File: config.mk
export PLATFORM = sky130hd
export DESIGN_NAME = bpc_top
export DESIGN_NICKNAME = d
export VERILOG_FILES = /design/src/rtl/bpc_pkg.sv /design/src/rtl/bpc_counter.sv /design/src/rtl/bpc_top.sv
export SDC_FILE = /design/constraint.sdc
export NUM_CORES = 1
export LEC_CHECK = 0
export BUFFER_PORTS_ARGS = -buffer_cell sky130_fd_sc_hd__buf_2
export CORE_AREA = 2 2 165 167
export CTS_CLUSTER_DIAMETER = 150
export DETAILED_ROUTE_END_ITERATION = 8
export DIE_AREA = 0 0 167 169
export REMOVE_ABC_BUFFERS = 1
export SYNTH_ARGS = -nofsm -noshare
export SYNTH_HDL_FRONTEND = slang
export SYNTH_HIERARCHICAL = 1
export SYNTH_SLANG_ARGS = --single-unit
File: constraint.sdc
create_clock -name i_clk -period 11.29 [get_ports i_clk]
set_input_delay 2.8225 -clock i_clk [delete_from_list [all_inputs] [get_ports i_clk]]
set_output_delay 2.8225 -clock i_clk [all_outputs]
set_load 0.1 [all_outputs]
File: src/rtl/bpc_pkg.sv
// Shared types and constants for the bus performance counters
`default_nettype none

package bpc_pkg;

   // ==========================================================
   // Sizes
   localparam int unsigned BPC_CNT_W  = 32;
   localparam int unsigned BPC_NCH    = 4;
   localparam int unsigned BPC_NPORT  = 4;

   // ==========================================================
   // Reset values and increments
   localparam logic [31:0] BPC_CNT_RST  = 32'h0000_0000;
   localparam logic [31:0] BPC_INC_ONE  = 32'h0000_0001;
   localparam logic [31:0] BPC_INC_BR   = 32'h0000_0002;

   // ==========================================================
   // Measurement item selection per channel
   typedef enum logic [2:0]
   {
      BPC_SEL_OFF      = 3'h0,
      BPC_SEL_REQ_CELL = 3'h1,
      BPC_SEL_RSP_CELL = 3'h2,
      BPC_SEL_REQ_WAIT = 3'h3,
      BPC_SEL_RSP_WAIT = 3'h4,
      BPC_SEL_BRANCH   = 3'h5,
      BPC_SEL_CACHE    = 3'h6
   } bpc_sel_type;

   // ==========================================================
   // System bus sample, taken on a bus clock enable
   typedef struct packed
   {
      logic                 req_valid;
      logic                 rsp_valid;
      logic [BPC_NPORT-1:0] req;
      logic [BPC_NPORT-1:0] gnt;
      logic [BPC_NPORT-1:0] r_req;
      logic [BPC_NPORT-1:0] r_gnt;
   } bpc_bus_type;

   // Core-side events
   typedef struct packed
   {
      logic branch;
      logic cache_area;
      logic tb_uncached;
   } bpc_core_type;

endpackage

`default_nettype wire

File: src/rtl/bpc_counter.sv
// One 32-bit counter slice with carry out and sticky wrap flag
`default_nettype none

module bpc_counter
   import bpc_pkg::*;
(
   input  wire logic        i_clk,
   input  wire logic        i_sys_rst,
   input  wire logic        i_init,
   input  wire logic [31:0] i_inc,
   output logic      [31:0] o_value,
   output logic             o_carry,
   output logic             o_wrap
);

   logic [32:0] sum;
   logic [31:0] value_r;
   logic        wrap_r;

   // Sum with carry out of bit 31
   assign sum     = {1'b0, value_r} + {1'b0, i_inc};
   assign o_carry = sum[32];
   assign o_value = value_r;
   assign o_wrap  = wrap_r;

   // Counter and sticky flag; init clears both
   always_ff @(posedge i_clk)
   begin
      if (i_sys_rst || i_init)
      begin
         value_r <= BPC_CNT_RST;
         wrap_r  <= 1'b0;
      end
      else
      begin
         value_r <= sum[31:0];
         wrap_r  <= wrap_r | sum[32];
      end
   end

endmodule

`default_nettype wire

File: src/rtl/bpc_top.sv
// Bus performance counters: four channels watching the system bus
// What this block does
// - Request and response counters add one per bus clock cycle with a valid cell.
// - Request wait counter adds one per bus cycle with a request not yet granted.
// - Response wait counter adds one per bus cycle with a response not accepted.
// - Several simultaneous waits in one cycle still add only one.
// - A counted branch adds two to the counter.
// - Counters run on the CPU clock and stop when that clock is stopped.
// - Counters are 32 bits; with extension a pair forms one 64-bit counter.
// - Extension is selectable only on channel one and channel three.
// - Accesses left uncached by the translation buffer count as cacheable.
// - An initialize request from the host clears all results to zero.
`default_nettype none

module bpc_top
   import bpc_pkg::*;
(
   input  wire logic                  i_clk,
   input  wire logic                  i_sys_rst,
   input  wire logic                  i_bus_tick,
   input  wire bpc_bus_type           i_bus,
   input  wire bpc_core_type          i_core,
   input  wire bpc_sel_type [3:0]     i_sel,
   input  wire logic                  i_ext_one,
   input  wire logic                  i_ext_three,
   input  wire logic                  i_init,
   output logic [BPC_NCH-1:0][31:0]   o_count,
   output logic [BPC_NCH-1:0]         o_wrap
);

   // ==========================================================
   // Event decoding
   logic                      req_wait;
   logic                      rsp_wait;
   logic                      cache_hit;
   logic [BPC_NCH-1:0][31:0]  inc;
   logic [BPC_NCH-1:0]        carry;
   logic [BPC_NCH-1:0][31:0]  val;
   logic [BPC_NCH-1:0]        wrap;
   logic [1:0]                ext;
   logic [7:0]                events;

   // Any waiting port makes one wait cycle
   assign req_wait  = |(i_bus.req & ~i_bus.gnt);
   assign rsp_wait  = |(i_bus.r_req & ~i_bus.r_gnt);
   // Translation-uncached accesses still count as cacheable area
   assign cache_hit = i_core.cache_area | i_core.tb_uncached;
   // Extension only on channels one and three
   assign ext = {i_ext_three, i_ext_one};

   // One event line per item, its bit position equal to the item code;
   // bus items are qualified by the bus tick here, so every input that
   // an increment depends on is an operand of a continuous assignment
   assign events[0] = 1'b0;
   assign events[1] = i_bus_tick & i_bus.req_valid;
   assign events[2] = i_bus_tick & i_bus.rsp_valid;
   assign events[3] = i_bus_tick & req_wait;
   assign events[4] = i_bus_tick & rsp_wait;
   assign events[5] = i_core.branch;
   assign events[6] = cache_hit;
   assign events[7] = 1'b0;

   // Increment for one channel from its selected item; the function
   // reads only its arguments, so its callers re-evaluate on any event
   function automatic logic [31:0] item_inc(input bpc_sel_type s,
                                            input logic [7:0] ev);
      logic [31:0] r;
      r = BPC_CNT_RST;
      case (s)
         BPC_SEL_REQ_CELL: r = ev[1] ?
                               BPC_INC_ONE : BPC_CNT_RST;
         BPC_SEL_RSP_CELL: r = ev[2] ?
                               BPC_INC_ONE : BPC_CNT_RST;
         BPC_SEL_REQ_WAIT: r = ev[3] ?
                               BPC_INC_ONE : BPC_CNT_RST;
         BPC_SEL_RSP_WAIT: r = ev[4] ?
                               BPC_INC_ONE : BPC_CNT_RST;
         BPC_SEL_BRANCH:   r = ev[5] ?
                               BPC_INC_BR : BPC_CNT_RST;
         BPC_SEL_CACHE:    r = ev[6] ?
                               BPC_INC_ONE : BPC_CNT_RST;
         default:          r = BPC_CNT_RST;
      endcase
      return r;
   endfunction

   // ==========================================================
   // Channel increments; upper half of a pair takes the carry
   genvar g;
   generate
      for (g = 0; g < BPC_NCH; g++)
      begin : g_ch
         if (g % 2 == 1)
         begin : g_hi
            assign inc[g] = ext[g/2] ?
               {31'h0000_0000, carry[g-1]} :
               item_inc(i_sel[g], events);
         end
         else
         begin : g_lo
            assign inc[g] = item_inc(i_sel[g], events);
         end
         // Counter slice on the CPU clock only
         bpc_counter u_cnt (
            .i_clk     (i_clk),
            .i_sys_rst (i_sys_rst),
            .i_init    (i_init),
            .i_inc     (inc[g]),
            .o_value   (val[g]),
            .o_carry   (carry[g]),
            .o_wrap    (wrap[g])
         );
      end
   endgenerate

   assign o_count = val;
   assign o_wrap  = wrap;
endmodule

`default_nettype wire

Word level (Yosys, flattened, before mapping)
Cells that the tools add are included.

storage, ports and cells
  bits of input ports = 39
  word-level logic and storage cells = 64
  output and inout port bits = 132
  flip-flop bits (word level) = 132

cells by class
  $add $sub $neg = 4
  multiplexer cells = 12
  bitwise gates (word level) = 13
  equality and inequality tests = 24
  reductions and logical operators = 3

operators with widths
  operator                                                         number
  32-bit by 2-bit adder with 33-bit output                         2
  32-bit by 32-bit adder with 33-bit output                        2
  32-bit 2-to-1 mux                                                2
  2-bit one-hot mux with 6 select lines                            4
  3-bit == test, second input constant                             12
  3-bit by 2-bit == test with 1-bit output, second input constant  8
  3-bit by 1-bit == test with 1-bit output, second input constant  4
  4-bit bitwise AND                                                2
  4-bit inverter                                                   2
  4-bit OR reduction                                               2
  1-bit 2-to-1 mux                                                 5
  1-bit OR                                                         5
  1-bit bitwise AND                                                4
  2-bit 2-to-1 mux                                                 1
  1-bit logical OR                                                 1

Longest topological paths before layout
  depth in word-level cells = 10
  mapped depth = 25
  depth with buffers taken out = 24

Modules after synthesis
The synthesis kept the hierarchy.

by module, submodules not included
  module                           times used  sequential area each (µm²)  cells each  area each (µm²)
  bpc_counter (g_ch[0].u_cnt ...)  2           660.6                       367         2851.5
  bpc_counter (g_ch[2].u_cnt)      1           660.6                       328         2673.8
  bpc_counter (g_ch[3].u_cnt)      1           660.6                       328         2658.8
  bpc_top                          1           0.0                         67          430.4

Worst setup path after synthesis
Ideal clock, no wire load.

  path type = input-to-reg
  from = in i_bus[8] (netlist name)
  to = reg g_ch[3].u_cnt.wrap_r
  required time = 11.174 ns
  data arrival time = 8.042 ns
  stages = 24
  path buffers = 0
  library setup time = 0.116 ns
  path slack = 3.131 ns
  path through = nand2b_1 o2111ai_1 o211ai_1 a31oi_1 ha_1 fa_1 a21o_1 a221oi_2 o31ai_4 a221o_2 a21oi_2 o41ai_2 a221o_1 a31oi_1 a211oi_2 ha_1 fa_1 a21o_1 a221oi_2 o31ai_2 a221o_2 a31oi_4 o31ai_1 o21a_1

RTL lines
  what                  line               source
  from (decl)           bpc_top.sv:21      input wire bpc_bus_type i_bus,
  to (signal assigned)  bpc_counter.sv:37  wrap_r <= wrap_r | sum[32];
  to (decl)             bpc_counter.sv:18  logic wrap_r;

==> impl_summary.md <==
Outcome
The run finished with clean final reports.

Placement
The congestion estimate from routability-driven global placement came to 0.910. The setup slack after placement is 2.41 ns. Summing all placed instances gives a cell area of 12900 sq um.

The number of buffers inserted by port buffering is 170. Detailed placement ended at an HPWL of 24.8 mm.

Finish
The share of final-layout standard cells stronger than drive strength 1 is 0.147. Measured on the finished design, the core utilization comes to 0.510. The filler cells instantiated in the layout total 2653. The summed area of non-filler cells in the final layout is 13500 sq um. From synthesis to final layout, the design area changed by 18.0%. The final-stage net count is 1872.

Route
The ratio of routed vias to standard cells is 5.52. The pre-antenna-repair detailed-routing pass consisted of 5 iterations. After the first detailed-routing iteration, the DRC count stood at 677. The number of remaining DRC errors is 0. The routed layout has 11400 vias.

Once detail routing completed, the nets flagged for antenna violations numbered 0. The final routed wire length divided by cell count is 15.4 microns. Summed over all layers, the routed wires come to 31.7 mm.

Job
The tool flagged a number of max-cap violations equal to 0.

CTS
The number of setup buffers added after CTS is 0. The later-pin clock latency in the skew report is 0.43 ns. The root buffer cell chosen for the clock tree is clkbuf_16. After clock tree synthesis, the flow added hold-fix buffers numbering 0. TritonCTS built the clock tree. The H-tree generated during clock tree synthesis spans 4 levels. The clock slew seen by the registers of the worst setup and hold paths is 0.06 ns. The number of buffers created by CTS is 17. The number of sinks handled by clock tree synthesis is 132. Once the clock tree was built, the resizer swapped 0 gates to a different size. The number of buffers on the longest clock path is 2.

Worst setup path
The critical path is of the in2reg type. The worst setup path is captured at a register. The required time of the critical path is 11.60 ns.

The startpoint type of the worst setup path is a primary input. The data arrival time of the worst path is 8.75 ns. Of all nets on the critical path, the largest fanout is 4.

Synth
The number of warnings printed during yosys synthesis is 6. In this run the cell area of the synthesized design comes to 11500 sq um. In the synthesized netlist, the number of instances is 1456. The per-instance average area after synthesis is 7.87 sq um.

Timing
The number of hold-slack violations in the final timing report is 0. The worst setup slack after layout is 2.85 ns. Based on the critical path, the design can be clocked at up to 118 MHz. The minimum clock period after layout is 8.44 ns. Setup violations remaining at the end of the flow were counted as 0. Setup repair after global routing left no endpoint under its margin. The total count of max-transition violations in the final report is 0. The clock arrives with 0.0135 ns of skew.

Headroom to the max-slew limit came out at 0.276. Setup total negative slack on the finished layout was measured at 0 ns. Dividing the final minimum period by the clock period gives 0.748. The slew at the pin closest to its max-slew limit is 1.08 ns.

Global route
Across every metal layer, demand over resource in global routing totals 0.219. The pin count of the biggest net entering global routing is 35. The initial antenna violation count came to 9. The overflow left after global routing is 0. The wire length of the first global-routing pass is 51.4 mm. The via count of the first global-routing pass was 10500.

Die
Measured along the y axis, the die boundary spans 169 microns. The total I/O pin count is 171. The effective utilization at floorplan is 0.432. The row count is 60. The standard cell core area is 26500 sq um.

The die covers 28200 sq um. The die boundary width is 167 microns.

Pwr
Summed over all cells, the static leakage comes to 6.39 nW. The power per cell area is 154 nW/um^2. The power consumption is 0.00208 W.

The worst-case IR drop observed on VDD is 94.1 uV.

Hold path
The worst hold-check path type is reg2reg.
==> critical path: stages <==
cell and delay (ns):
buf_2 0.07, nand2b_1 0.09, o2111ai_1 0.31, nand4b_1 0.22, a31oi_1 0.11, ha_1 0.25, fa_1 0.42, a21o_1 0.22
a221oi_2 0.39, o31ai_4 0.14, a221o_2 0.44, a21oi_2 0.21, o41ai_2 0.16, a221o_1 0.31, a31oi_1 0.17, a211oi_2 0.07
ha_1 0.26, fa_1 0.42, a21o_1 0.22, a221oi_2 0.34, o31ai_2 0.17, a221o_2 0.45, a21oi_4 0.21, o21ai_0 0.14
mux2i_1 0.13
==> worst paths after layout <==
check / slack, ns / start / cells past startpoint / endpoint
worst max-delay path: 2.85 / i_bus[0] / 25 / g_ch[3].u_cnt/o_value[26]$_SDFF_PP0_
worst min register to register: 0.50 / g_ch[1].u_cnt/o_wrap$_SDFF_PP0_ / 2 / g_ch[1].u_cnt/o_wrap$_SDFF_PP0_
worst min-delay path: 0.50 / g_ch[1].u_cnt/o_wrap$_SDFF_PP0_ / 2 / g_ch[1].u_cnt/o_wrap$_SDFF_PP0_
worst max register to register: 5.77 / g_ch[2].u_cnt/o_value[0]$_SDFF_PP0_ / 20 / g_ch[3].u_cnt/o_value[26]$_SDFF_PP0_
==> per-stage QoR <==
stage | std cells | hold WS (ns)
floorplan | 1511 | 0.978
global placement | 2023 | 0.481
CTS | 2054 | 0.491
global route | 2062 | 0.546
detailed placement | 2023 | 0.477
finish | 2064 | 0.497
==> metal layers <==
layer  track usage  part of all wire  vias to the layer above
met5             0                 0                        -
met4        0.0806             0.021                        0
met3        0.0428             0.053                       47
met2         0.361              0.46                      286
met1         0.284              0.46                     5237
li1              -                 -                     5826
==> flip-flops by register name (all words and copies together) (netlist names) <==
register / count
g_ch.u_cnt/o_value: 128
g_ch.u_cnt/o_wrap: 4
==> final cells by class <==
| type | count | area, sq um | share of cell area |
|---|---|---|---|
| Clock inverter | 9 | 128 | 0.00944 |
| Tap cell | 341 | 427 | 0.0316 |
| Multi-Input combinational cell | 1343 | 8830 | 0.653 |
| Timing Repair Buffer | 171 | 858 | 0.0635 |
| Antenna cell | 10 | 25.0 | 0.00185 |
| Clock buffer | 22 | 474 | 0.0351 |
| Sequential cell | 132 | 2640 | 0.195 |
| Inverter | 36 | 135 | 0.00999 |
==> power by group <==
part | internal, W | leakage [nW] | switching (W)
Sequential | 0.000512 | 1.08 | 0.0000278
Clock | 0.000363 | 0.288 | 0.000218
Combinational | 0.000257 | 5.02 | 0.000702
Total | 0.00113 | 6.39 | 0.000948
==> placed cells by master (no fill, tap or decap), types with 36 or more instances in the layout <==
master,n
buf_2,170
nor2_1,158
a21oi_1,142
dfxtp_1,132
ha_1,128
nand2_1,122
conb_1,120
o21ai_0,60
nor3_1,59
a21o_1,45
xnor2_1,44
nand4_1,41
nand3_1,40
o21a_1,39
inv_1,36
Note: power is estimated with default switching activity, not from simulation.
